### src/include/ffa_params.svh
// Register map, field positions, reset values for the fault flag aggregator
`ifndef FFA_PARAMS_SVH
`define FFA_PARAMS_SVH
`define FFA_ADDR_W 12
`define FFA_OFS_SUMMARY 12'h2c0
`define FFA_OFS_STATUS 12'h2c1
`define FFA_OFS_MASK 12'h2c2
`define FFA_OFS_LANE 12'h2c4
`define FFA_BIT_LANE 5
`define FFA_BIT_PLL 4
`define FFA_BIT_LINK 3
`define FFA_BIT_REALIGN 2
`define FFA_BIT_RSVD1 1
`define FFA_BIT_CLK 0
`define FFA_STATUS_RESET 8'h3f
`define FFA_MASK_RESET 8'h3f
`define FFA_LANE_RESET 8'hff
`define FFA_FAULT_BITS 8'h3f
`endif

### src/include/ffa_pkg.sv
// Types shared by the fault flag aggregator
package ffa_pkg;
  typedef enum logic {FFA_ENC_8B10B, FFA_ENC_64B66B} ffa_enc_e;
  // Register access request from the configuration port
  typedef struct packed {
    logic wr;
    logic rd;
    logic [11:0] addr;
    logic [7:0] wdata;
  } ffa_req_s;
  // Raw fault conditions from the link and clocking
  typedef struct packed {
    logic [7:0] lane_err;
    logic pll_unlock;
    logic link_enable;
    logic data_xmit_state;
    logic realign_event;
    logic sysref_realign;
    logic div_mismatch;
  } ffa_src_s;
endpackage : ffa_pkg

### src/ffa_sync.sv
// Two-flop synchroniser bank for asynchronous fault sources
module ffa_sync #(
  parameter int WIDTH = 1
) (
  // Clock and reset
  input wire logic ref_clk,
  input wire logic rst_n,
  // Data
  input wire logic [WIDTH-1:0] din,
  output logic [WIDTH-1:0] dout
);
  logic [WIDTH-1:0] meta_q;

  // First stage feeds only the second
  always_ff @(posedge ref_clk) begin
    if (!rst_n) begin
      meta_q <= '0;
      dout <= '0;
    end else begin
      meta_q <= din;
      dout <= meta_q;
    end
  end
endmodule : ffa_sync

### src/ffa_top.sv
// Fault flag aggregator: sticky fault status, mask, summary and pin routing
`include "ffa_params.svh"
module ffa_top import ffa_pkg::*; #(
  parameter int LANES = 8
) (
  // Clock and reset
  input wire logic ref_clk,
  input wire logic rst_n,
  input wire logic soft_reset,
  // Configuration port
  input wire ffa_req_s req,
  output logic [7:0] rdata_q,
  // Mode and pin select
  input wire ffa_enc_e enc_mode,
  input wire logic calib_sel,
  input wire logic calib_other,
  // Fault sources (asynchronous)
  input wire ffa_src_s src,
  // Outputs
  output logic calib_status_pin,
  output logic summary_q
);
  localparam int SRCW = LANES + 6;

  logic [SRCW-1:0] sync_d;
  ffa_src_s s;
  logic [7:0] fault_status_bits_q;
  logic [7:0] fault_mask_bits_q;
  logic [7:0] per_lane_buffer_fault_q;
  logic [7:0] set_v;
  logic link_en_q;
  logic startup_pulse;
  logic wr_status;
  logic wr_mask;
  logic wr_lane;
  logic sum_d;
  logic init_n;

  // Asynchronous sources pass two flops first
  ffa_sync #(.WIDTH(SRCW)) u_sync (
    .ref_clk(ref_clk),
    .rst_n(rst_n),
    .din(src),
    .dout(sync_d)
  );
  assign s = ffa_src_s'(sync_d);
  assign init_n = rst_n && !soft_reset;

  assign wr_status = req.wr && (req.addr == `FFA_OFS_STATUS);
  assign wr_mask = req.wr && (req.addr == `FFA_OFS_MASK);
  assign wr_lane = req.wr && (req.addr == `FFA_OFS_LANE);

  // Link enable history for the startup edge in 64b/66b
  always_ff @(posedge ref_clk) begin
    if (!init_n) begin
      link_en_q <= 1'b0;
    end else begin
      link_en_q <= s.link_enable;
    end
  end
  assign startup_pulse = s.link_enable && !link_en_q;

  // Set conditions per status bit
  always_comb begin
    set_v = 8'h00;
    set_v[`FFA_BIT_LANE] = |s.lane_err;
    set_v[`FFA_BIT_PLL] = s.pll_unlock;
    if (enc_mode == FFA_ENC_8B10B) begin
      set_v[`FFA_BIT_LINK] = s.link_enable && !s.data_xmit_state;
    end else begin
      set_v[`FFA_BIT_LINK] = startup_pulse || s.realign_event;
    end
    set_v[`FFA_BIT_REALIGN] = s.sysref_realign;
    set_v[`FFA_BIT_CLK] = s.div_mismatch;
  end

  // Sticky status; set beats a write-one clear, and bits reset set, so they are
  // meaningful only once software clears them after enabling the link
  always_ff @(posedge ref_clk) begin
    if (!init_n) begin
      fault_status_bits_q <= `FFA_STATUS_RESET;
    end else begin
      fault_status_bits_q <= ((fault_status_bits_q
        & ~(wr_status ? req.wdata : 8'h00)) | set_v)
        & `FFA_FAULT_BITS;
    end
  end

  // Mask register, reserved high bits held zero
  always_ff @(posedge ref_clk) begin
    if (!init_n) begin
      fault_mask_bits_q <= `FFA_MASK_RESET;
    end else if (wr_mask) begin
      fault_mask_bits_q <= req.wdata & `FFA_FAULT_BITS;
    end
  end

  // Per-lane buffer faults; clearing combined bit clears all lanes
  always_ff @(posedge ref_clk) begin
    if (!init_n) begin
      per_lane_buffer_fault_q <= `FFA_LANE_RESET;
    end else begin
      per_lane_buffer_fault_q <= (per_lane_buffer_fault_q
        & ~(wr_lane ? req.wdata : 8'h00)
        & ~((wr_status && req.wdata[`FFA_BIT_LANE]) ? 8'hff : 8'h00))
        | s.lane_err;
    end
  end

  // Summary over the reserved bit 1 too, masked by its own mask bit
  assign sum_d = |(fault_status_bits_q & ~fault_mask_bits_q);

  // Summary and pin driven from flops
  always_ff @(posedge ref_clk) begin
    if (!init_n) begin
      summary_q <= 1'b0;
      calib_status_pin <= 1'b0;
    end else begin
      summary_q <= sum_d;
      calib_status_pin <= calib_sel ? sum_d : calib_other;
    end
  end

  // Registered read data; unmapped reads return zero
  always_ff @(posedge ref_clk) begin
    if (!rst_n) begin
      rdata_q <= 8'h00;
    end else if (req.rd) begin
      case (req.addr)
        `FFA_OFS_SUMMARY: rdata_q <= {7'h00, sum_d};
        `FFA_OFS_STATUS: rdata_q <= fault_status_bits_q;
        `FFA_OFS_MASK: rdata_q <= fault_mask_bits_q;
        `FFA_OFS_LANE: rdata_q <= per_lane_buffer_fault_q;
        default: rdata_q <= 8'h00;
      endcase
    end
  end

  // Summary follows unmasked status one cycle later
  a_summary_tracks: assert property (@(posedge ref_clk) disable iff (!init_n)
    $past(init_n) |-> summary_q == |($past(fault_status_bits_q) & ~$past(fault_mask_bits_q)))
    else $error("summary mismatch");
  a_pll_sticky: assert property (@(posedge ref_clk) disable iff (!init_n)
    s.pll_unlock |=> fault_status_bits_q[`FFA_BIT_PLL])
    else $error("pll fault not set");
  a_w1c_clear: assert property (@(posedge ref_clk) disable iff (!init_n)
    (wr_status && req.wdata[`FFA_BIT_CLK] && !s.div_mismatch)
    |=> !fault_status_bits_q[`FFA_BIT_CLK])
    else $error("clear failed");
  a_hold_set: assert property (@(posedge ref_clk) disable iff (!init_n)
    (fault_status_bits_q[`FFA_BIT_LINK] && !wr_status)
    |=> fault_status_bits_q[`FFA_BIT_LINK])
    else $error("status bit lost");
  a_set_wins: assert property (@(posedge ref_clk) disable iff (!init_n)
    (wr_status && s.sysref_realign) |=> fault_status_bits_q[`FFA_BIT_REALIGN])
    else $error("set lost to clear");
  a_rsvd_zero: assert property (@(posedge ref_clk) disable iff (!init_n)
    fault_status_bits_q[7:6] == 2'b00 && fault_mask_bits_q[7:6] == 2'b00)
    else $error("reserved bits set");
  a_reset_val: assert property (@(posedge ref_clk)
    !init_n |=> fault_status_bits_q == `FFA_STATUS_RESET)
    else $error("bad reset value");
  a_lane_all: assert property (@(posedge ref_clk) disable iff (!init_n)
    (wr_status && req.wdata[`FFA_BIT_LANE] && s.lane_err == 8'h00)
    |=> per_lane_buffer_fault_q == 8'h00)
    else $error("lane bits not cleared");
  a_pin_route: assert property (@(posedge ref_clk) disable iff (!init_n)
    $past(calib_sel) |-> calib_status_pin == summary_q)
    else $error("pin not routed");
  a_link_8b: assert property (@(posedge ref_clk) disable iff (!init_n)
    (enc_mode == FFA_ENC_8B10B && s.link_enable && !s.data_xmit_state)
    |=> fault_status_bits_q[`FFA_BIT_LINK])
    else $error("link fault missed");

  // Each synced source lands in its status bit one edge later
  a_lane_sets: assert property (@(posedge ref_clk) disable iff (!init_n)
    (|s.lane_err) |=> fault_status_bits_q[`FFA_BIT_LANE])
    else $error("lane fault not set");
  a_realign_sets: assert property (@(posedge ref_clk) disable iff (!init_n)
    s.sysref_realign |=> fault_status_bits_q[`FFA_BIT_REALIGN])
    else $error("realign fault not set");
  a_clk_sets: assert property (@(posedge ref_clk) disable iff (!init_n)
    s.div_mismatch |=> fault_status_bits_q[`FFA_BIT_CLK])
    else $error("clock fault not set");

  // 64b/66b: start-up edge and realignment flag the link
  a_link_start: assert property (@(posedge ref_clk) disable iff (!init_n)
    (enc_mode == FFA_ENC_64B66B && $rose(s.link_enable))
    |=> fault_status_bits_q[`FFA_BIT_LINK])
    else $error("start-up not flagged");
  a_link_realign: assert property (@(posedge ref_clk) disable iff (!init_n)
    (enc_mode == FFA_ENC_64B66B && s.realign_event)
    |=> fault_status_bits_q[`FFA_BIT_LINK])
    else $error("realignment not flagged");

  // A steady 64b/66b link must not flag; the cycle after reset is skipped
  // because the enable history restarts there
  a_link_steady: assert property (@(posedge ref_clk) disable iff (!init_n)
    (enc_mode == FFA_ENC_64B66B && $past(init_n) && !s.realign_event
    && !$rose(s.link_enable) && !fault_status_bits_q[`FFA_BIT_LINK])
    |=> !fault_status_bits_q[`FFA_BIT_LINK])
    else $error("spurious 64b/66b link fault");

  // 8b/10b: a transmitting or disabled link leaves the bit alone
  a_link_8b_quiet: assert property (@(posedge ref_clk) disable iff (!init_n)
    (enc_mode == FFA_ENC_8B10B && !(s.link_enable && !s.data_xmit_state)
    && !fault_status_bits_q[`FFA_BIT_LINK]) |=> !fault_status_bits_q[`FFA_BIT_LINK])
    else $error("spurious 8b/10b link fault");

  // Nothing in hardware raises reserved bit 1; only reset does
  a_rsvd1_quiet: assert property (@(posedge ref_clk) disable iff (!init_n)
    !fault_status_bits_q[`FFA_BIT_RSVD1] |=> !fault_status_bits_q[`FFA_BIT_RSVD1])
    else $error("reserved status bit raised");

  // Write-one clears a quiet source; write-zero leaves the bit set
  a_w1c_pll: assert property (@(posedge ref_clk) disable iff (!init_n)
    (wr_status && req.wdata[`FFA_BIT_PLL] && !s.pll_unlock)
    |=> !fault_status_bits_q[`FFA_BIT_PLL])
    else $error("pll clear failed");
  a_w1c_lane: assert property (@(posedge ref_clk) disable iff (!init_n)
    (wr_status && req.wdata[`FFA_BIT_LANE] && s.lane_err == 8'h00)
    |=> !fault_status_bits_q[`FFA_BIT_LANE])
    else $error("lane clear failed");
  a_keep_pll: assert property (@(posedge ref_clk) disable iff (!init_n)
    (fault_status_bits_q[`FFA_BIT_PLL] && !(wr_status && req.wdata[`FFA_BIT_PLL]))
    |=> fault_status_bits_q[`FFA_BIT_PLL])
    else $error("pll bit lost");
  a_keep_clk: assert property (@(posedge ref_clk) disable iff (!init_n)
    (fault_status_bits_q[`FFA_BIT_CLK] && !(wr_status && req.wdata[`FFA_BIT_CLK]))
    |=> fault_status_bits_q[`FFA_BIT_CLK])
    else $error("clock bit lost");
  a_keep_realign: assert property (@(posedge ref_clk) disable iff (!init_n)
    (fault_status_bits_q[`FFA_BIT_REALIGN] && !(wr_status && req.wdata[`FFA_BIT_REALIGN]))
    |=> fault_status_bits_q[`FFA_BIT_REALIGN])
    else $error("realign bit lost");

  // A persisting fault beats a clear in the same cycle
  a_set_wins_lane: assert property (@(posedge ref_clk) disable iff (!init_n)
    (wr_status && |s.lane_err) |=> fault_status_bits_q[`FFA_BIT_LANE])
    else $error("lane set lost to clear");
  a_set_wins_clk: assert property (@(posedge ref_clk) disable iff (!init_n)
    (wr_status && s.div_mismatch) |=> fault_status_bits_q[`FFA_BIT_CLK])
    else $error("clock set lost to clear");

  // Mask changes only by a write, with reserved bits forced low
  a_mask_write: assert property (@(posedge ref_clk) disable iff (!init_n)
    wr_mask |=> fault_mask_bits_q == ($past(req.wdata) & `FFA_FAULT_BITS))
    else $error("mask write lost");
  a_mask_hold: assert property (@(posedge ref_clk) disable iff (!init_n)
    !wr_mask |=> $stable(fault_mask_bits_q))
    else $error("mask changed unasked");
  a_mask_reset: assert property (@(posedge ref_clk)
    !init_n |=> fault_mask_bits_q == `FFA_MASK_RESET)
    else $error("bad mask reset value");

  // Lane bits: reset to all ones, sticky, cleared per lane or all at once
  a_lane_reset: assert property (@(posedge ref_clk)
    !init_n |=> per_lane_buffer_fault_q == `FFA_LANE_RESET)
    else $error("bad lane reset value");
  a_lane_w1c: assert property (@(posedge ref_clk) disable iff (!init_n)
    (wr_lane && s.lane_err == 8'h00)
    |=> (per_lane_buffer_fault_q & $past(req.wdata)) == 8'h00)
    else $error("lane bit not cleared");
  a_lane_sticky: assert property (@(posedge ref_clk) disable iff (!init_n)
    (!wr_lane && !(wr_status && req.wdata[`FFA_BIT_LANE]))
    |=> ($past(per_lane_buffer_fault_q) & ~per_lane_buffer_fault_q) == 8'h00)
    else $error("lane bit lost");
  a_lane_latch: assert property (@(posedge ref_clk) disable iff (!init_n)
    (|s.lane_err)
    |=> (per_lane_buffer_fault_q & $past(s.lane_err)) == $past(s.lane_err))
    else $error("lane bit not set");

  // Summary flop agrees with the unmasked status of the cycle before
  a_sum_high: assert property (@(posedge ref_clk) disable iff (!init_n)
    ((fault_status_bits_q & ~fault_mask_bits_q) != 8'h00) |=> summary_q)
    else $error("summary stuck low");
  a_sum_low: assert property (@(posedge ref_clk) disable iff (!init_n)
    ((fault_status_bits_q & ~fault_mask_bits_q) == 8'h00) |=> !summary_q)
    else $error("summary stuck high");

  // Pin shows the other status one edge after the select drops
  a_pin_other: assert property (@(posedge ref_clk) disable iff (!init_n)
    !calib_sel |=> calib_status_pin == $past(calib_other))
    else $error("pin not released");

  // Read port returns status, mask and lane as they stood at the read edge; summary as the summary flop loads it there
  a_rd_summary: assert property (@(posedge ref_clk) disable iff (!init_n)
    (req.rd && req.addr == `FFA_OFS_SUMMARY) |=> rdata_q == {7'h00, summary_q})
    else $error("summary read wrong");
  a_rd_status: assert property (@(posedge ref_clk) disable iff (!init_n)
    (req.rd && req.addr == `FFA_OFS_STATUS) |=> rdata_q == $past(fault_status_bits_q))
    else $error("status read wrong");
  a_rd_mask: assert property (@(posedge ref_clk) disable iff (!init_n)
    (req.rd && req.addr == `FFA_OFS_MASK) |=> rdata_q == $past(fault_mask_bits_q))
    else $error("mask read wrong");
  a_rd_lane: assert property (@(posedge ref_clk) disable iff (!init_n)
    (req.rd && req.addr == `FFA_OFS_LANE) |=> rdata_q == $past(per_lane_buffer_fault_q))
    else $error("lane read wrong");
  // Unmapped reads give zero, and read data stands until the next read
  a_rd_unmapped: assert property (@(posedge ref_clk) disable iff (!init_n)
    (req.rd && req.addr != `FFA_OFS_SUMMARY && req.addr != `FFA_OFS_STATUS
    && req.addr != `FFA_OFS_MASK && req.addr != `FFA_OFS_LANE) |=> rdata_q == 8'h00)
    else $error("unmapped read not zero");
  a_rd_hold: assert property (@(posedge ref_clk) disable iff (!init_n)
    !req.rd |=> $stable(rdata_q))
    else $error("read data moved");
endmodule : ffa_top

### config.mk
export PLATFORM = sky130hd
export DESIGN_NAME = ffa_top
export DESIGN_NICKNAME = d
export VERILOG_FILES = /design/src/include/ffa_pkg.sv /design/src/ffa_sync.sv /design/src/ffa_top.sv
export VERILOG_INCLUDE_DIRS = /design/src /design/src/include
export SDC_FILE = /design/constraint.sdc
export NUM_CORES = 1
export LEC_CHECK = 0
export BUFFER_PORTS_ARGS = -buffer_cell sky130_fd_sc_hd__buf_2
export CAP_MARGIN = 0
export CORE_MARGIN = 3
export CORE_UTILIZATION = 40
export DETAILED_ROUTE_END_ITERATION = 6
export GPL_TIMING_DRIVEN = 0
export SLEW_MARGIN = 20
export SYNTH_ARGS = -nofsm -noshare
export SYNTH_HDL_FRONTEND = slang
export SYNTH_SLANG_ARGS = --single-unit
export TNS_END_PERCENT = 100
### constraint.sdc
create_clock -name ref_clk -period 2.15 [get_ports ref_clk]
set_clock_uncertainty 0.2 [all_clocks]
set_input_delay 0.1075 -clock ref_clk [delete_from_list [all_inputs] [get_ports ref_clk]]
set_output_delay 0.1075 -clock ref_clk [all_outputs]
set_load 0.05 [all_outputs]
== Word-level counts from Yosys, hierarchy flattened ==
Cells that the tools add are included.

* Register bits after elaboration: 59
* Input port bits: 42
* Output and inout bits: 10
* Word-level logic and storage cells: 42

* Equality and inequality tests: 4
* Multiplexer cells: 6
* Bitwise gates (word level): 10
* Reduce and logical (&&, ||, !) cells: 13

{| class="wikitable"
|+ Operators by type and width
! cell !! count
|-
| $eq A12 B10 Y1 const B || 4
|-
| $pmux W8 S4 || 1
|-
| $and A8 B8 Y8 || 2
|-
| $mux W8 || 2
|-
| $not A8 Y8 || 2
|-
| $reduce_or A8 Y1 || 2
|-
| $and A6 B8 Y8 || 1
|-
| $not A6 Y8 || 1
|-
| $or A8 B8 Y8 || 1
|-
| $logic_and A1 B1 Y1 || 7
|-
| $and A6 B6 Y6 || 1
|-
| $mux W6 || 1
|-
| $not A6 Y6 || 1
|-
| $or A6 B6 Y6 || 1
|-
| $logic_not A1 Y1 || 3
|-
| $mux W1 || 2
|-
| $logic_or A1 B1 Y1 || 1
|}

== Logic depth before layout (Yosys ltp) ==
* Depth after elaboration: 7
* Gate-level depth with buffers: 5
* Depth with buffers taken out: 4

== Modules after synthesis ==
A second synthesis with hierarchy kept.

* Cells, all modules: 196
* Area total of the unflattened synthesis: 2,227.1 um2

{| class="wikitable"
|+ By module, submodules not included
! module !! instances !! cells each !! area each (um2)
|-
| ffa_top || 1 || 138 || 1,441.4
|-
| ffa_sync || 1 || 58 || 785.8
|}

== Worst setup path before layout ==
OpenSTA, ideal clock, no wires.

* Kind: input to register
* Start point: input port req[16] (netlist bit)
* End point: register fault_mask_bits_q[0]
* Library setup time: 0.125 ns
* Arrival: 1.509 ns
* Required time: 1.825 ns
* Path slack: 0.316 ns
* Cell stages on the path: 5
* Buffers on the path: 1
* Cells stage by stage: or4b_4 or4_4 buf_6 mux2i_1 nand2_1

* Longest elaborated chain between the ends: 2

{| class="wikitable"
|+ RTL lines
! element !! RTL line !! text
|-
| start, declared || ffa_top.sv:11 || <nowiki>input wire ffa_req_s req,</nowiki>
|-
| $eq A12 B10 Y1 || -- ||
|-
| $logic_and A1 B1 Y1 || ffa_top.sv:50 || <nowiki>assign wr_mask = req.wr && (req.addr == `FFA_OFS_MASK);</nowiki>
|-
| end signal, assigned || ffa_top.sv:92 || <nowiki>fault_mask_bits_q <= `FFA_MASK_RESET;</nowiki>
|-
| end signal, assigned || ffa_top.sv:94 || <nowiki>fault_mask_bits_q <= req.wdata & `FFA_FAULT_BITS;</nowiki>
|-
| end, declared || ffa_top.sv:28 || <nowiki>logic [7:0] fault_mask_bits_q;</nowiki>
|}

Every way passes these cells.
A chain may end at the register's enable or synchronous reset.

== Worst setup path after layout ==
* Start point: register fault_mask_bits_q[0]
* End point: register calib_status_pin

* Longest elaborated chain between the ends: 4

{| class="wikitable"
|+ RTL lines
! element !! RTL line !! text
|-
| $not A6 Y8 || ffa_top.sv:111 || <nowiki>assign sum_d = |(fault_status_bits_q & ~fault_mask_bits_q);</nowiki>
|-
| $and A6 B8 Y8 || ffa_top.sv:111 ||
|-
| $reduce_or A8 Y1 || ffa_top.sv:111 ||
|-
| $mux W1 || ffa_top.sv:120 || <nowiki>calib_status_pin <= calib_sel ? sum_d : calib_other;</nowiki>
|-
| end signal, assigned || ffa_top.sv:120 ||
|-
| end, declared || ffa_top.sv:20 || <nowiki>output logic calib_status_pin,</nowiki>
|}

Every way passes these cells.

==> qor_table.md <==
| Group | Metric | This run |
|---|---|---|
| worst setup path | Beginning of the worst register-to-register path | fault_mask_bits_q[0] |
| power and ir drop | Cell leakage power | 1.380 nW |
| floorplanning | I/O pins | 52 |
| layout | Area used by sequential logic in the layout | 1181 um^2 |
| worst setup path | CP arrival | 2.00 ns |
| worst setup path | Worst Path Required | 2.16 ns |
| place | Placed cells | 339 |
| timing | PnR worst setup slack | 0.1597 ns |
| clock tree | Number of buffers on the longest clock path | 2 |
| detailed routing | DRC marker count from the first detailed-route iteration | 88 |
| timing | Final-report hold violation count | 0 |
| logic synthesis | Share of synthesized flip-flops with an asynchronous set or reset | 0% |
| detailed routing | Met3 Routed Length | 247 um |
| layout | Area growth, synth to finish | 37.76% |
| layout | Nets | 348 |
| global routing | Vias in the first global route | 1832 |
| timing | Minimum clock period after layout | 1.990 ns |
| worst setup path | Worst setup path startpoint | fault_mask_bits_q[0] |
| layout | Final standard cell utilization of the core | 58.80% |
| logic synthesis | Warning count from the yosys run | 0 |
| place | Weighted congestion reported at the end of routability-driven placement | 0.8201 |
| detailed routing | Met1 wire length | 2.342 mm |
| floorplanning | Number of core rows | 26 |
| global routing | Initial antenna violation count | 0 |
| floorplanning | Effective utilization at floorplan | 42.69% |
| clock tree | CTS H-tree lvls | 3 |
| logic synthesis | Number of distinct standard cells referenced by the synthesized netlist | 46 |
| logic synthesis | Number of synthesized flops with an enable pin | 0 |
| timing | Tightest slew margin relative to the limit | 36.75% |
| worst setup path | Highest fanout seen on the critical path | 4 |
| logic synthesis | Post-Syn Nets | 261 |
| floorplanning | Horiz. Die Dim | 81.23 um |
| clock tree | TritonCTS clock tree | yes |
| global routing | Wire length of the first global-routing pass | 8.631 mm |
| detailed routing | Via density per instance | 4.895 |
| worst setup path | Cell at the slowest stage of the critical path | sky130_fd_sc_hd__dlygate4sd3_1 |
| timing | Number of pins exceeding their max-slew limit in the final report | 0 |
| global routing | Grt ovf | 0 |
| floorplanning | Std-Cell Core Area | 5303 um^2 |
| power and ir drop | Share of total power consumed by net switching | 19.41% |
| power and ir drop | Total internal power | 0.002107 W |
| layout | Count of non-filler cells in the finished layout | 381 |
| timing | Share of the cycle needed by the critical path after routing | 92.57% |
| timing | Maximum clock frequency | 502.4 MHz |
| layout | Final antenna diode count | 0 |
| detailed routing | Detailed-routed wire length on met2 | 2.462 mm |
| worst setup path | Setup Crit Path Kind | reg -> reg |
| worst setup path | Worst reg2reg setup slack | 0.16 ns |
| clock tree | Clock Latency Late Sink | 0.33 ns |
| worst setup path | Max incr delay on CP | 0.57 ns |
| worst hold path | Hold wc startpoint | rst_n |
| layout | Post-route design area | 3118 um^2 |
| detailed routing | Count of TritonRoute iterations in the first routing pass | 5 |
| place | Buffers added on ports | 50 |
| logic synthesis | Netlist area before placement | 2263 um^2 |
| clock tree | Number of resized instances in the post-cts repair step | 0 |
| detailed routing | Uppermost layer routed | met4 |
| clock tree | Number of setup buffers added after CTS | 0 |
| power and ir drop | Reported net switching power | 0.0005074 W |
| logic synthesis | Post-synthesis sequential area ratio | 52.18% |
| worst setup path | Critical Path Start Type | register |
| power and ir drop | Power Density | 838.6 nW/um^2 |
| layout | Layout fillers | 475 |
| clock tree | Number of clock sinks | 59 |
| global routing | Maximum number of pins on one net before global-route repair | 11 |
| power and ir drop | Fraction of power consumed by combinational cells | 6.9% |
| detailed routing | Total length of routed wires | 5.070 mm |
| power and ir drop | Sequential group share of total power | 43.0% |
| clock tree | Clock-pin slew on the worst setup and hold paths | 0.07 ns |
| place | Place WS | -0.009612 ns |
| outcome | Status | complete, no violations |
| logic synthesis | Synthesized area per cell | 10.34 um^2 |
| clock tree | Hold buffers post-CTS | 26 |
| timing | Total of endpoints with negative setup slack in the final report | 0 |
| flow run | Number of violations of the max-capacitance limit | 0 |
| layout | Area of the multi-input gates | 1006 um^2 |
| worst setup path | Critical path capture point type | register |
| detailed routing | Antenna Violating Nets Remaining | 0 |
| logic synthesis | Commonest register cell after synthesis | sky130_fd_sc_hd__dfxtp_1 |
| timing | Setup repair after global routing missed its margin | no |
| detailed routing | DR WL/cell | 13.31 um |
| power and ir drop | Maximum vdd drop | 0.4556 mV |
| logic synthesis | Register bit count reported by yosys | 59 |
| place | Area of placed instances | 2601 um^2 |
| worst setup path | Cell breakdown of the critical path | o22ai_1 -> nor3_1 -> a211oi_1 -> dlygate4sd3_1 |
| floorplanning | DIE AREA | 6598 um^2 |
| floorplanning | Die height | 81.23 um |
| detailed routing | Routed via count | 1865 |
| logic synthesis | Number of cells produced by synthesis | 219 |
| clock tree | Buffer type at the clock tree root | sky130_fd_sc_hd__clkbuf_8 |
| layout | Fraction of layout cells with a size suffix above 1 | 24.44% |
| place | Total half-perimeter wirelength after legalization and detailed placement | 3.658 mm |
| detailed routing | Post-route DRC | 0 |
| timing | Tightest Pin Transition | 0.9401 ns |
| worst hold path | Hold Path Class | in -> reg |
| power and ir drop | Portion of total power attributed to the clock network | 50.0% |
| clock tree | TritonCTS buffer count | 9 |
| global routing | Overall routing resource usage | 17.52% |
==> registers in the layout (all words and copies together) (netlist names) <==
name	flops
u_sync.dout	14
fault_status_bits_q	6
calib_status_pin	1
u_sync.meta_q	14
rdata_q	8
fault_mask_bits_q	6
link_en_q	1
summary_q	1
per_lane_buffer_fault_q	8
==> worst max-delay path: cells and delay by family (launching register included) <==
| kind | cells | cell delay [ns] |
|---|---|---|
| DFF | 1 | 0.41 |
| buffers and inverters | 1 | 0.57 |
| AOI/OAI and AO/OA | 2 | 0.24 |
| and+or+nand+nor | 1 | 0.45 |
==> cell usage in the layout, fill, tap and decap left out, drive strengths merged, types with 2 or more instances in the layout <==
cell type,instances
inv,7
nor2b,4
a311o,7
and2,30
a211oi,3
a22oi,10
nor3,3
or3,3
nor3b,3
mux2i,7
nand3b,2
dfxtp,59
buf,53
clkbuf,18
nor4,3
or3b,2
nor2,4
nand3,3
nand2b,3
dlygate4sd3,26
o22ai,3
a21oi,7
nand2,17
or4,2
bufinv,4
o21ai,7
or4bb,2
a2bb2oi,5
==> power by group through the flow <==
| stage | sequential, W | clock [W] | combinational [W] |
|---|---|---|---|
| after floorplan | 0.00115 | 0 | 0.0000818 |
| after global placement | 0.00115 | 0 | 0.000144 |
| after detailed placement | 0.00115 | 0 | 0.000145 |
| after CTS | 0.00113 | 0.00134 | 0.000181 |
| after global routing | 0.00113 | 0.00139 | 0.000202 |
| final | 0.00113 | 0.00131 | 0.000181 |
==> area by class of cell <==
| type | count | area share (%) |
|---|---|---|
| plain buffers | 10 | 1.605 |
| clock buffers | 11 | 4.213 |
| clock inverters | 5 | 4.013 |
| inverters | 7 | 0.8427 |
| multi-input cells | 143 | 32.26 |
| flip-flops and latches | 59 | 37.88 |
| well taps | 70 | 2.809 |
| repair buffers | 76 | 16.37 |
==> metrics by stage <==
step | power [W] | hold slack [ns] | setup TNS (ns)
final | 0.002615 | 0.01694 | 0
after global routing | 0.002724 | 0.07518 | 0
after CTS | 0.002643 | 0.006617 | 0
after detailed placement | 0.001295 | 0.1099 | -0.009612
after global placement | 0.001294 | 0.1053 | 0
after floorplan | 0.001232 | 0.003114 | 0
==> kinds of logic (layout without fill, tap and decap cells) <==
kind of cell	Yosys count	after routing	share of synthesized area [%]
flip-flops	59	59	52.18
AO/OA/AOI/OAI	48	48	15.64
buffers and inverters	17	109	3.372
AND/OR/NAND/NOR	86	86	24.87
adder cells (fa/ha/maj)	1	1	0.4423
multiplexers	7	7	3.096
XOR/XNOR	1	1	0.3870
==> synthesized netlist by cell type, types with 2 or more instances <==
cell type	count	area [um^2]
sky130_fd_sc_hd__dfxtp_1	59	1181
sky130_fd_sc_hd__and2_1	30	187.7
sky130_fd_sc_hd__nand2_1	17	63.81
sky130_fd_sc_hd__a22oi_1	10	75.07
sky130_fd_sc_hd__a21oi_1	7	35.03
sky130_fd_sc_hd__a311o_1	7	70.07
sky130_fd_sc_hd__clkbuf_1	7	26.28
sky130_fd_sc_hd__inv_1	7	26.28
sky130_fd_sc_hd__mux2i_1	7	70.07
sky130_fd_sc_hd__o21ai_0	7	35.03
sky130_fd_sc_hd__a2bb2oi_1	5	43.79
sky130_fd_sc_hd__nor2_1	4	15.01
sky130_fd_sc_hd__nor2b_1	4	25.02
sky130_fd_sc_hd__a211oi_1	3	22.52
sky130_fd_sc_hd__nand2b_1	3	18.77
sky130_fd_sc_hd__nand3_1	3	15.01
sky130_fd_sc_hd__o22ai_1	3	18.77
sky130_fd_sc_hd__or3_1	3	18.77
sky130_fd_sc_hd__nand3b_1	2	15.01
sky130_fd_sc_hd__nor3_1	2	10.01
sky130_fd_sc_hd__nor3b_1	2	15.01
sky130_fd_sc_hd__nor4_1	2	12.51
sky130_fd_sc_hd__or4bb_1	2	22.52
==> routing by layer <==
metal  up-vias  GRT usage, %
met4         0         8.108
met5         -             0
met3         2         3.659
met2        52         29.15
li1        964             -
met1       847         21.62
==> path summary, 6_finish.rpt <==
| check | endpoint | depth (start not counted) |
|---|---|---|
| max | calib_status_pin | 4 |
| min | rdata_q[7] | 3 |
| max reg2reg | calib_status_pin | 4 |
| min reg2reg | fault_status_bits_q[4] | 1 |
Note: power is estimated with default switching activity, not from simulation.
